File: config.mk
export PLATFORM = sky130hd
export DESIGN_NAME = btfe_exec
export DESIGN_NICKNAME = d
export VERILOG_FILES = /design/src/rtl/btfe_pkg.sv /design/src/rtl/btfe_exec.sv
export SDC_FILE = /design/constraint.sdc
export NUM_CORES = 1
export LEC_CHECK = 0
export BUFFER_PORTS_ARGS = -buffer_cell sky130_fd_sc_hd__buf_4
export CAP_MARGIN = 15
export CORE_MARGIN = 2
export CORE_UTILIZATION = 35
export CTS_CLUSTER_SIZE = 10
export DETAILED_ROUTE_END_ITERATION = 7
export RECOVER_POWER = 50
export SYNTH_ARGS = -nofsm -noshare
export SYNTH_HDL_FRONTEND = slang
export SYNTH_SLANG_ARGS = --single-unit
File: constraint.sdc
create_clock -name CLK -period 6.3 [get_ports CLK]
set_input_delay 0.63 -clock CLK [delete_from_list [all_inputs] [get_ports CLK]]
set_output_delay 0.63 -clock CLK [all_outputs]
set_load 0.01 [all_outputs]
File: src/rtl/btfe_pkg.sv
// Purpose: Shared constants and types for the branch, trap and flag execution unit.
// Assumes: 16-bit words, byte addresses, 20 MHz processor clock.
// Notes:   Register offsets are AHB byte addresses of aligned 32-bit words.
`default_nettype none
package btfe_pkg;
	// ==========================================================
	// Register map
	localparam logic [7:0] OFS_INSTR  = 8'h00;
	localparam logic [7:0] OFS_DEST   = 8'h04;
	localparam logic [7:0] OFS_STAT   = 8'h08;
	localparam logic [7:0] OFS_PSW    = 8'h0C;
	localparam logic [7:0] OFS_RESULT = 8'h10;
	localparam logic [2:0] GPR_PAGE   = 3'h1;
	localparam int         STAT_BUSY  = 0;
	localparam int         STAT_HALT  = 1;
	localparam int         STAT_WAIT  = 2;
	localparam int         STAT_INIT  = 3;
	localparam int         STAT_TINH  = 4;
	localparam int         STAT_TAKEN = 5;
	localparam int         STAT_ILL   = 6;
	// ==========================================================
	// Status word fields and register indices
	localparam int         PSW_C      = 0;
	localparam int         PSW_V      = 1;
	localparam int         PSW_Z      = 2;
	localparam int         PSW_N      = 3;
	localparam int         INSTR_SET  = 4;
	localparam logic [2:0] SP_IDX     = 3'h6;
	localparam logic [2:0] PC_IDX     = 3'h7;
	localparam logic [2:0] MODE_REG   = 3'h0;
	localparam logic [15:0] WORD_STEP = 16'h0002;
	// ==========================================================
	// Opcodes
	localparam logic [6:0]  OP_XOR_HI  = 7'h3C;
	localparam logic [6:0]  OP_SOB_HI  = 7'h3F;
	localparam logic [6:0]  OP_JSR_HI  = 7'h04;
	localparam logic [12:0] OP_RTS_HI  = 13'h0010;
	localparam logic [12:0] OP_SPL_HI  = 13'h0013;
	localparam logic [10:0] OP_CC_HI   = 11'h005;
	localparam logic [7:0]  OP_EMT_HI  = 8'h88;
	localparam logic [7:0]  OP_TRAP_HI = 8'h89;
	localparam logic [15:0] OP_HALT    = 16'h0000;
	localparam logic [15:0] OP_WAIT    = 16'h0001;
	localparam logic [15:0] OP_RTI     = 16'h0002;
	localparam logic [15:0] OP_IOT     = 16'h0004;
	localparam logic [15:0] OP_RESET   = 16'h0005;
	localparam logic [15:0] OP_RTT     = 16'h0006;
	localparam logic [3:0]  BR_NONE    = 4'h0;
	// ==========================================================
	// Trap vectors
	localparam logic [15:0] VEC_IOT  = 16'h0010;
	localparam logic [15:0] VEC_EMT  = 16'h0018;
	localparam logic [15:0] VEC_TRAP = 16'h001C;
	// ==========================================================
	// Timing
	localparam int CLK_HZ      = 20000000;
	localparam int INIT_MS     = 20;
	localparam int MS_PER_S    = 1000;
	localparam int INIT_CYCLES = INIT_MS * CLK_HZ / MS_PER_S;
	localparam int CNT_W       = 19;
	// ==========================================================
	// Bus
	localparam logic [2:0] HSIZE_WORD = 3'h2;
	localparam logic       HRESP_OKAY = 1'b0;
	// ==========================================================
	// Types
	typedef struct packed {
		logic        req;
		logic        we;
		logic [15:0] addr;
		logic [15:0] wdata;
	} btfe_mem_t;
	typedef struct packed {
		logic       valid;
		logic       write;
		logic [7:0] addr;
	} btfe_ap_t;
	typedef enum logic [10:0] {
		S_IDLE   = 11'h001,
		S_PUSH_A = 11'h002,
		S_PUSH_B = 11'h004,
		S_VEC_A  = 11'h008,
		S_VEC_B  = 11'h010,
		S_POP_A  = 11'h020,
		S_POP_B  = 11'h040,
		S_JSR    = 11'h080,
		S_RTS    = 11'h100,
		S_INIT   = 11'h200,
		S_STOP   = 11'h400
	} btfe_state_t;
endpackage
`default_nettype wire

File: src/rtl/btfe_exec.sv
// Purpose: Executes program-control, trap, miscellaneous and flag instructions.
// Assumes: Memory partner answers each request with a one-cycle MEM_ACK on CLK.
// Notes:   Software loads registers and PC (already advanced), then writes INSTR.
`default_nettype none
module btfe_exec #(
	parameter int INIT_CYCLES = btfe_pkg::INIT_CYCLES
) (
	input  wire logic        CLK,
	input  wire logic        RST,
	input  wire logic        HSEL,
	input  wire logic [31:0] HADDR,
	input  wire logic [1:0]  HTRANS,
	input  wire logic        HWRITE,
	input  wire logic [2:0]  HSIZE,
	input  wire logic [31:0] HWDATA,
	input  wire logic        HREADY,
	output var  logic [31:0] HRDATA,
	output var  logic        HREADYOUT,
	output var  logic        HRESP,
	output var  logic        MEM_REQ,
	output var  logic        MEM_WE,
	output var  logic [15:0] MEM_ADDR,
	output var  logic [15:0] MEM_WDATA,
	input  wire logic [15:0] MEM_RDATA,
	input  wire logic        MEM_ACK,
	input  wire logic        IRQ_PIN,
	input  wire logic        CONSOLE_RUN,
	output var  logic        BUS_INIT,
	output var  logic        BUS_RELEASED,
	output var  logic        HALTED
);
	// ==========================================================
	// Declarations
	btfe_pkg::btfe_state_t state_r;
	btfe_pkg::btfe_mem_t mem_r;
	btfe_pkg::btfe_ap_t  ap_r;
	logic [15:0]         regs_r [8];
	logic [15:0]         psw_r;
	logic [15:0]         instr_r;
	logic [15:0]         dest_r;
	logic [15:0]         result_r;
	logic [15:0]         vec_r;
	logic [2:0]          link_r;
	logic                go_r;
	logic                init_r;
	logic                halted_r;
	logic                released_r;
	logic                trace_inh_r;
	logic                taken_r;
	logic                illegal_r;
	logic [btfe_pkg::CNT_W-1:0] init_cnt_r;
	logic                irq_meta_r;
	logic                irq_sync_r;
	logic                con_meta_r;
	logic                con_sync_r;
	logic [31:0]         hrdata_r;
	logic [31:0]         rd_nxt;
	logic                hreadyout_r;
	logic                bus_wr;
	logic                ap_take;
	logic [15:0]         sp;
	logic [15:0]         pc;
	logic [15:0]         sp_dec;
	logic [15:0]         sp_inc;
	logic [15:0]         xor_res;
	logic [15:0]         sob_res;
	logic [15:0]         br_target;
	logic [15:0]         sob_target;
	logic [3:0]          br_code;
	logic                is_branch;
	logic                br_ok;
	logic [6:0]          stat_word;

	// ==========================================================
	// Pin synchronisers
	always_ff @(posedge CLK) begin
		if (RST) begin
			irq_meta_r <= 1'b0;
			irq_sync_r <= 1'b0;
			con_meta_r <= 1'b0;
			con_sync_r <= 1'b0;
		end else begin
			irq_meta_r <= IRQ_PIN;
			irq_sync_r <= irq_meta_r;
			con_meta_r <= CONSOLE_RUN;
			con_sync_r <= con_meta_r;
		end
	end

	// ==========================================================
	// Operand and condition logic
	assign sp         = regs_r[btfe_pkg::SP_IDX];
	assign pc         = regs_r[btfe_pkg::PC_IDX];
	assign sp_dec     = sp - btfe_pkg::WORD_STEP;
	assign sp_inc     = sp + btfe_pkg::WORD_STEP;
	assign xor_res    = regs_r[instr_r[8:6]] ^ ((instr_r[5:3] == btfe_pkg::MODE_REG) ? regs_r[instr_r[2:0]] : dest_r);
	assign sob_res    = regs_r[instr_r[8:6]] - 16'h0001;
	assign sob_target = pc - {9'h000, instr_r[5:0], 1'b0};
	assign br_target  = pc + {{7{instr_r[7]}}, instr_r[7:0], 1'b0};
	assign br_code    = {instr_r[15], instr_r[10:8]};
	assign is_branch  = (instr_r[14:11] == 4'h0) && (br_code != btfe_pkg::BR_NONE);

	always_comb begin
		unique case (br_code)
			4'h1: br_ok = 1'b1;
			4'h2: br_ok = !psw_r[btfe_pkg::PSW_Z];
			4'h3: br_ok = psw_r[btfe_pkg::PSW_Z];
			4'h4: br_ok = psw_r[btfe_pkg::PSW_N] == psw_r[btfe_pkg::PSW_V];
			4'h5: br_ok = psw_r[btfe_pkg::PSW_N] ^ psw_r[btfe_pkg::PSW_V];
			4'h6: br_ok = !psw_r[btfe_pkg::PSW_Z]
				&& (psw_r[btfe_pkg::PSW_N] == psw_r[btfe_pkg::PSW_V]);
			4'h7: br_ok = psw_r[btfe_pkg::PSW_Z]
				|| (psw_r[btfe_pkg::PSW_N] ^ psw_r[btfe_pkg::PSW_V]);
			4'h8: br_ok = !psw_r[btfe_pkg::PSW_N];
			4'h9: br_ok = psw_r[btfe_pkg::PSW_N];
			4'hA: br_ok = !(psw_r[btfe_pkg::PSW_C] || psw_r[btfe_pkg::PSW_Z]);
			4'hB: br_ok = psw_r[btfe_pkg::PSW_C] || psw_r[btfe_pkg::PSW_Z];
			4'hC: br_ok = !psw_r[btfe_pkg::PSW_V];
			4'hD: br_ok = psw_r[btfe_pkg::PSW_V];
			4'hE: br_ok = !psw_r[btfe_pkg::PSW_C];
			4'hF: br_ok = psw_r[btfe_pkg::PSW_C];
			default: br_ok = 1'b0;
		endcase
	end

	// ==========================================================
	// AHB-Lite slave
	// Zero wait states keep the slave simple; a read issued right after a write
	// to the same register returns the value from before that write.
	assign ap_take   = HSEL && HTRANS[1] && HREADY && (HSIZE == btfe_pkg::HSIZE_WORD);
	assign bus_wr    = ap_r.valid && ap_r.write;
	assign stat_word = {illegal_r, taken_r, trace_inh_r, init_r, released_r, halted_r, state_r != btfe_pkg::S_IDLE};

	always_comb begin
		rd_nxt = 32'h0000_0000;
		if (HADDR[7:5] == btfe_pkg::GPR_PAGE) begin
			rd_nxt[15:0] = regs_r[HADDR[4:2]];
		end else begin
			unique case (HADDR[7:0])
				btfe_pkg::OFS_INSTR:  rd_nxt[15:0] = instr_r;
				btfe_pkg::OFS_DEST:   rd_nxt[15:0] = dest_r;
				btfe_pkg::OFS_STAT:   rd_nxt[6:0]  = stat_word;
				btfe_pkg::OFS_PSW:    rd_nxt[15:0] = psw_r;
				btfe_pkg::OFS_RESULT: rd_nxt[15:0] = result_r;
				default:              rd_nxt       = 32'h0000_0000;
			endcase
		end
	end

	always_ff @(posedge CLK) begin
		if (RST) begin
			ap_r        <= '0;
			hrdata_r    <= 32'h0000_0000;
			hreadyout_r <= 1'b1;
		end else begin
			hreadyout_r <= 1'b1;
			if (HREADY) begin
				ap_r <= '{ap_take, HWRITE, HADDR[7:0]};
			end
			hrdata_r <= (ap_take && !HWRITE) ? rd_nxt : 32'h0000_0000;
		end
	end

	// ==========================================================
	// Execution engine
	always_ff @(posedge CLK) begin
		if (RST) begin
			state_r     <= btfe_pkg::S_IDLE;
			for (int i = 0; i < 8; i++) begin
				regs_r[i] <= 16'h0000;
			end
			psw_r       <= 16'h0000;
			instr_r     <= 16'h0000;
			dest_r      <= 16'h0000;
			result_r    <= 16'h0000;
			vec_r       <= 16'h0000;
			link_r      <= 3'h0;
			mem_r       <= '0;
			go_r        <= 1'b0;
			init_r      <= 1'b0;
			init_cnt_r  <= '0;
			halted_r    <= 1'b0;
			released_r  <= 1'b0;
			trace_inh_r <= 1'b0;
			taken_r     <= 1'b0;
			illegal_r   <= 1'b0;
		end else begin
			go_r <= 1'b0;
			unique case (state_r)
				btfe_pkg::S_IDLE: begin
					if (go_r) begin
						taken_r   <= 1'b0;
						illegal_r <= 1'b0;
						if (instr_r[15:9] == btfe_pkg::OP_XOR_HI) begin
							if (instr_r[5:3] == btfe_pkg::MODE_REG) begin
								regs_r[instr_r[2:0]] <= xor_res;
							end
							result_r                  <= xor_res;
							psw_r[btfe_pkg::PSW_N]   <= xor_res[15];
							psw_r[btfe_pkg::PSW_Z]   <= (xor_res == 16'h0000);
							psw_r[btfe_pkg::PSW_V]   <= 1'b0;
						end else if (instr_r[15:9] == btfe_pkg::OP_SOB_HI) begin
							regs_r[instr_r[8:6]] <= sob_res;
							if (sob_res != 16'h0000) begin
								regs_r[btfe_pkg::PC_IDX] <= sob_target;
								taken_r                  <= 1'b1;
							end
						end else if (is_branch) begin
							if (br_ok) begin
								regs_r[btfe_pkg::PC_IDX] <= br_target;
								taken_r                  <= 1'b1;
							end
						end else if (instr_r[15:9] == btfe_pkg::OP_JSR_HI) begin
							regs_r[btfe_pkg::SP_IDX] <= sp_dec;
							link_r                   <= instr_r[8:6];
							mem_r   <= '{1'b1, 1'b1, sp_dec, regs_r[instr_r[8:6]]};
							state_r <= btfe_pkg::S_JSR;
						end else if (instr_r[15:3] == btfe_pkg::OP_RTS_HI) begin
							regs_r[btfe_pkg::PC_IDX] <= regs_r[instr_r[2:0]];
							link_r                   <= instr_r[2:0];
							mem_r   <= '{1'b1, 1'b0, sp, 16'h0000};
							state_r <= btfe_pkg::S_RTS;
						end else if (instr_r[15:3] == btfe_pkg::OP_SPL_HI) begin
							psw_r[7:5] <= instr_r[2:0];
						end else if (instr_r[15:5] == btfe_pkg::OP_CC_HI) begin
							if (instr_r[btfe_pkg::INSTR_SET]) begin
								psw_r[3:0] <= psw_r[3:0] | instr_r[3:0];
							end else begin
								psw_r[3:0] <= psw_r[3:0] & ~instr_r[3:0];
							end
						end else if (instr_r == btfe_pkg::OP_IOT || instr_r[15:8] == btfe_pkg::OP_EMT_HI
							|| instr_r[15:8] == btfe_pkg::OP_TRAP_HI) begin
							if (instr_r == btfe_pkg::OP_IOT) begin
								vec_r <= btfe_pkg::VEC_IOT;
							end else if (instr_r[15:8] == btfe_pkg::OP_EMT_HI) begin
								vec_r <= btfe_pkg::VEC_EMT;
							end else begin
								vec_r <= btfe_pkg::VEC_TRAP;
							end
							regs_r[btfe_pkg::SP_IDX] <= sp_dec;
							mem_r   <= '{1'b1, 1'b1, sp_dec, psw_r};
							state_r <= btfe_pkg::S_PUSH_A;
						end else if (instr_r == btfe_pkg::OP_RTI || instr_r == btfe_pkg::OP_RTT) begin
							trace_inh_r <= (instr_r == btfe_pkg::OP_RTT);
							mem_r       <= '{1'b1, 1'b0, sp, 16'h0000};
							state_r     <= btfe_pkg::S_POP_A;
						end else if (instr_r == btfe_pkg::OP_RESET) begin
							init_r     <= 1'b1;
							init_cnt_r <= '0;
							state_r    <= btfe_pkg::S_INIT;
						end else if (instr_r == btfe_pkg::OP_HALT) begin
							halted_r <= 1'b1;
							state_r  <= btfe_pkg::S_STOP;
						end else if (instr_r == btfe_pkg::OP_WAIT) begin
							released_r <= 1'b1;
							state_r    <= btfe_pkg::S_STOP;
						end else begin
							illegal_r <= 1'b1;
						end
					end else if (bus_wr) begin
						if (ap_r.addr[7:5] == btfe_pkg::GPR_PAGE) begin
							regs_r[ap_r.addr[4:2]] <= HWDATA[15:0];
						end else if (ap_r.addr == btfe_pkg::OFS_INSTR) begin
							instr_r <= HWDATA[15:0];
							go_r    <= 1'b1;
						end else if (ap_r.addr == btfe_pkg::OFS_DEST) begin
							dest_r <= HWDATA[15:0];
						end else if (ap_r.addr == btfe_pkg::OFS_PSW) begin
							psw_r <= HWDATA[15:0];
						end
					end
				end
				btfe_pkg::S_JSR: begin
					if (MEM_ACK) begin
						mem_r.req                <= 1'b0;
						regs_r[link_r]           <= pc;
						regs_r[btfe_pkg::PC_IDX] <= dest_r;
						state_r                  <= btfe_pkg::S_IDLE;
					end
				end
				btfe_pkg::S_RTS: begin
					if (MEM_ACK) begin
						mem_r.req                <= 1'b0;
						regs_r[link_r]           <= MEM_RDATA;
						regs_r[btfe_pkg::SP_IDX] <= sp_inc;
						state_r                  <= btfe_pkg::S_IDLE;
					end
				end
				btfe_pkg::S_PUSH_A: begin
					if (MEM_ACK) begin
						regs_r[btfe_pkg::SP_IDX] <= sp_dec;
						mem_r   <= '{1'b1, 1'b1, sp_dec, pc};
						state_r <= btfe_pkg::S_PUSH_B;
					end
				end
				btfe_pkg::S_PUSH_B: begin
					if (MEM_ACK) begin
						mem_r   <= '{1'b1, 1'b0, vec_r, 16'h0000};
						state_r <= btfe_pkg::S_VEC_A;
					end
				end
				btfe_pkg::S_VEC_A: begin
					if (MEM_ACK) begin
						regs_r[btfe_pkg::PC_IDX] <= MEM_RDATA;
						mem_r   <= '{1'b1, 1'b0, vec_r + btfe_pkg::WORD_STEP, 16'h0000};
						state_r <= btfe_pkg::S_VEC_B;
					end
				end
				btfe_pkg::S_VEC_B: begin
					if (MEM_ACK) begin
						mem_r.req <= 1'b0;
						psw_r     <= MEM_RDATA;
						state_r   <= btfe_pkg::S_IDLE;
					end
				end
				btfe_pkg::S_POP_A: begin
					if (MEM_ACK) begin
						regs_r[btfe_pkg::PC_IDX] <= MEM_RDATA;
						regs_r[btfe_pkg::SP_IDX] <= sp_inc;
						mem_r   <= '{1'b1, 1'b0, sp_inc, 16'h0000};
						state_r <= btfe_pkg::S_POP_B;
					end
				end
				btfe_pkg::S_POP_B: begin
					if (MEM_ACK) begin
						mem_r.req                <= 1'b0;
						psw_r                    <= MEM_RDATA;
						regs_r[btfe_pkg::SP_IDX] <= sp_inc;
						state_r                  <= btfe_pkg::S_IDLE;
					end
				end
				btfe_pkg::S_INIT: begin
					init_cnt_r <= init_cnt_r + 1'b1;
					if (init_cnt_r == btfe_pkg::CNT_W'(INIT_CYCLES - 1)) begin
						init_r  <= 1'b0;
						state_r <= btfe_pkg::S_IDLE;
					end
				end
				btfe_pkg::S_STOP: begin
					if (halted_r && con_sync_r) begin
						halted_r <= 1'b0;
						state_r  <= btfe_pkg::S_IDLE;
					end else if (released_r && irq_sync_r) begin
						released_r <= 1'b0;
						state_r    <= btfe_pkg::S_IDLE;
					end
				end
			endcase
		end
	end

	// ==========================================================
	// Outputs
	assign HRDATA       = hrdata_r;
	assign HREADYOUT    = hreadyout_r;
	assign HRESP        = btfe_pkg::HRESP_OKAY;
	assign MEM_REQ      = mem_r.req;
	assign MEM_WE       = mem_r.we;
	assign MEM_ADDR     = mem_r.addr;
	assign MEM_WDATA    = mem_r.wdata;
	assign BUS_INIT     = init_r;
	assign BUS_RELEASED = released_r;
	assign HALTED       = halted_r;
endmodule
`default_nettype wire

**Word level (Yosys, flattened, before mapping)**

Memory sizes are Yosys's and may differ from the RTL's. A register that Yosys moved wholly into a read port is not among the register bits.
Cells that the tools add are included.

- Bits in registers: 200
- RAM bits: 128
- Output and inout port bits: 71
- Word-level logic and storage cells: 505
- Memories: 1

- Add/sub/neg operators: 7
- Equality and inequality tests: 109
- Mux-type cells: 256
- Bitwise operators: 41
- Reduce and logical (&&, ||, !) cells: 60

Memories:

| memory | words | width | read ports | clocked after memory_dff | write ports | line | text |
|---|---|---|---|---|---|---|---|
| regs_r | 8 | 16 | 5 | 2 | 8 | btfe_exec.sv:37 | `logic [15:0] regs_r [8];` |

Operator list:

| cell | count |
|---|---|
| two-way mux 34 bit | 14 |
| two-way mux 16 bit | 25 |
| two-way mux 11 bit | 21 |
| two-way mux 19 bit | 11 |
| one-hot mux 33 bit (5 select lines) | 1 |
| two-way mux 1 bit | 145 |
| one-hot mux 11 bit (8 select lines) | 1 |
| OR reduction 16 bit | 4 |
| inequality test 2 bit (second input constant) | 29 |
| two-way mux 3 bit | 19 |
| AND reduction 13 bit | 4 |
| == test 16 x 3 -> 1 bit (second input constant) | 3 |
| inequality test 3 bit (second input constant) | 14 |
| AND reduction 14 bit | 3 |
| one-hot mux 19 bit (2 select lines) | 1 |
| two-way mux 4 bit | 9 |
| one-hot mux 9 bit (4 select lines) | 1 |
| one-hot mux 7 bit (5 select lines) | 1 |
| adder 16 x 2 -> 16 bit (second input constant) | 2 |
| == test 4 bit (second input constant) | 8 |
| zero test 16 bit | 2 |
| inequality test 4 bit (second input constant) | 8 |
| one-hot mux 16 bit (2 select lines) | 1 |
| == test 13 x 5 -> 1 bit (second input constant) | 2 |
| other kinds (71) | 144 |

**Longest topological paths before layout**

- Word-level depth: 20
- Mapped depth: 19

**Worst setup path before layout**

OpenSTA, ideal clock, no wires.

- Path kind: reg2reg
- Start: register (tool-made name)
- End: memory regs_r[6][10], enable pin
- Library setup time: 444 ps
- Arrival: 4643 ps
- Slack: 1213 ps
- Stages on the path, launching flop included: 18
- Path buffers: 6
- Cells stage by stage: dfxtp_1 buf_2 buf_2 buf_2 buf_1 mux4_2 mux2i_1 ha_1 clkbuf_1 nor2_1 o31ai_1 a21oi_1 o2111ai_2 a211oi_2 a221o_2 nand3_4 clkbuf_1 nand4b_1

RTL lines:

| item | line |
|---|---|
| end, declared | btfe_exec.sv:37 |

==> metrics.yaml <==
postCtsSetupBuffers: 0
initial_core_util_pct: 35.4
grt_overflow: 0
die_area_um2: 60200
worstSetupStartpointType: "register"
ys_warn_count: 0
gp_congestion: 0.983
grt_pass1_wl_um: 119000
cts_hold_buf: 0
crit_type: "reg2reg"
relSlewSlack_pct: -33.7
ys_ff_latch: 305
synth_top_family_by_area: "simple AND/OR/NAND/NOR gates"
syn_area_um2: 20400
hold-path-cell-count: 2
core_um2: 57700
h-tree-depth: 2
dpl.hpwl_um: 60500
postSynthCellCount: 2172
ff2ff_path_depth: 12
grt_max_degree: 117
worst_ep_required_time_ps: 6570
p_per_area_nw_per_um2: 211
avgSynthCellArea_um2: 9.39
port_buffers: 104
hold_viol: 0
gr-usage-all-layers_pct: 26.5
cts_tree: "built"
placed_cell_area_um2: 22100
fmax_ghz: 0.173
synth_compound_gate_area_share_pct: 16.0
synthArstFlopShare_pct: 0
maxSlewViolCount: 70
synth_edf_count: 128
crit_chain: "buf_4, mux4_2, mux2_2, nand4b_4, or4_4, a211oi_2, o2111ai_1, a211oi_1, a221o_2, nand2_4, nand2b_1, buf_4"
worstSetupEndpointType: "register"
power.leakage_uw: 0.00806
irDropWorstVdd_mv: 0.187
first_pass_iters: 6
root_buffer: "clkbuf_16"
min_period_ps: 5770
status: "finished with violations"
r2r-end: "regs_r[4][12]"
yosysSeqAreaShare_pct: 36.2
r2r_setup_slack_ps: 530
multi_input_area_um2: 12200
ctsResizeCount: 0
drc: 0
final_common_cell: "nor2_1"
synth_cell_types: 104
crit_slowest_cell: "dfxtp_2"
synth_mux_area_share_pct: 18.6
final_area_um2: 23000
clock_skew_ps: 26.7
die_height_um: 245
p_comb_share_pct: 12.6
cts_inserted_buffers: 38
route.vias.total: 18820
synth-simple-area-share_pct: 19.1
violations: "max-capacitance violations, max-slew violations"
cp_max_fo: 29
switching_share_pct: 27.6
fin_crit_sh_pct: 91.5
cts.path.max_buffers: 3
p_sw_uw: 1340
synthXorXnorAreaFrac_pct: 3.69
post_drt_wl_per_cell_um: 26.7
setup_tns_ps: 0
cp.arrival_ps: 6040
yosys_most_used_dff: "dfxtp_1"
cap_violations: 2
cp_num_cells: 12
area_growth_pct: 12.6
finalSetupViolCount: 0
area.sequential_um2: 7390
via_per_inst: 6.22
nets: 2357
die_width_um: 245
pin_count: 164
slowest_delay_ps: 880
power.share.clock_pct: 42.8
synthAdderAreaFrac_pct: 1.73
numClockSinks: 305
final_cell_mix: "nor2_1, nand2_1, dfxtp_1"
fp-row-count: 88
antenna_left: 0
crit_top_cell: "buf_4"
drive_gt1_share_pct: 16.3
grt_setup_unrepaired: "no"
routed_wl_um: 81000
grt_pass1_vias: 17940
clock_latency_ps: 580
clkSlewWorstSetupHoldPaths_ps: 60
hp-class: "in2reg"
hold_start: "IRQ_PIN"
antenna_found_initial: 0
hold_end: "irq_meta_r"
cp.buffers_inverters: 2
cell_internal_pwr_uw: 3510
n_fill_cell: 5754
worst_pin_slew_ps: 2000
seqPwrFrac_pct: 44.6
drt_iter0_markers: 2428
path_delay_family: "compound AO/OA/AOI/OAI gates"
-- state kept, by name, indices dropped and copies added, names as in the netlist, 3 cells and up, named ones only --
signal	count
HRDATA	16
MEM_ADDR	16
MEM_WDATA	16
ap_r	10
dest_r	16
init_cnt_r	19
instr_r	16
link_r	3
psw_r	13
regs_r	128
result_r	16
state_r	11
vec_r	3
-- worst max-delay path by stage --
stage                     startpoint  slack, ps             to
after floorplan             register       1210  regs_r[6][10]
after global placement      register        930   regs_r[4][8]
after detailed placement    register        860   regs_r[4][8]
after CTS                   register        850  regs_r[4][12]
after global routing        register        340  regs_r[4][10]
final                       register        530  regs_r[4][12]
-- kinds of logic after synthesis --
group                      Yosys count
adders and majority gates           27
and+or+nand+nor                    825
buffers and inverters              212
muxes                              249
other                                2
DFF                                305
AOI/OAI and AO/OA                  466
xor gates and xnor gates            86
-- area by class of cell --
| class | instances | share of cell area (%) |
|---|---|---|
| diodes | 1 | 0.0109 |
| clock buffers | 60 | 4.77 |
| clock inverters | 5 | 0.207 |
| inverters | 33 | 0.539 |
| multi-input cells | 1671 | 52.9 |
| flip-flops and latches | 305 | 32.2 |
| well taps | 765 | 4.17 |
| repair buffers | 188 | 5.18 |
-- stage by stage --
stage / util, % / worst slack (ps) / power, uW / instances / hold WS [ps]
finish: 39.8 / 535 / 4850 / 3028 / 276
global route: 39.8 / 344 / 4990 / 3027 / 292
CTS: 40.2 / 850 / 4860 / 3025 / 253
detailed placement: 38.2 / 859 / 2800 / 2960 / 430
global placement: 38.2 / 926 / 2790 / 2960 / 420
floorplan: - / 1210 / 2550 / 2188 / 414
-- Yosys cell counts (all sizes together), types with 5 or more instances --
| cell type | n | area, um^2 |
|---|---|---|
| nor2 | 308 | 1200 |
| nand2 | 210 | 803 |
| dfxtp | 177 | 3540 |
| edfxtp | 128 | 3840 |
| a21oi | 123 | 631 |
| mux2i | 122 | 1240 |
| clkbuf | 115 | 432 |
| o21ai | 100 | 572 |
| mux4 | 97 | 2180 |
| buf | 64 | 385 |
| nor3 | 62 | 310 |
| nand3 | 56 | 298 |
| xnor2 | 55 | 482 |
| a221oi | 35 | 313 |
| inv | 33 | 124 |
| xor2 | 31 | 272 |
| mux2 | 30 | 364 |
| or3 | 26 | 163 |
| ha | 25 | 313 |
| o22ai | 25 | 156 |
| nand2b | 24 | 150 |
| a211oi | 23 | 183 |
| nor2b | 21 | 131 |
| a222oi | 20 | 200 |
| and3 | 20 | 125 |
| nor4 | 19 | 119 |
| a22oi | 17 | 128 |
| o221ai | 17 | 155 |
| o211ai | 16 | 120 |
| nand4 | 14 | 87.6 |
| nor3b | 13 | 97.6 |
| o21a | 13 | 108 |
| a311oi | 11 | 96.3 |
| and2 | 11 | 68.8 |
| or4 | 11 | 86.3 |
| or2 | 9 | 56.3 |
| a211o | 6 | 52.6 |
| a22o | 6 | 52.6 |
| a221o | 5 | 51.3 |
| a31oi | 5 | 31.3 |
-- power by group through the flow --
stage	Clock, uW	Combinational, uW	Sequential [uW]
floorplan	0	379	2170
global placement	0	591	2200
detailed placement	0	596	2200
CTS	2100	600	2160
global route	2180	642	2170
finish	2080	612	2160
-- routing by layer --
metal	track usage, %	vias up	share of wire, %
li1	-	8212	-
met4	7.91	0	2.8
met5	0	-	0
met2	39.8	1226	43
met1	36.8	9231	42
met3	7.53	151	13
No activity file was read; power rests on OpenSTA's default activity.
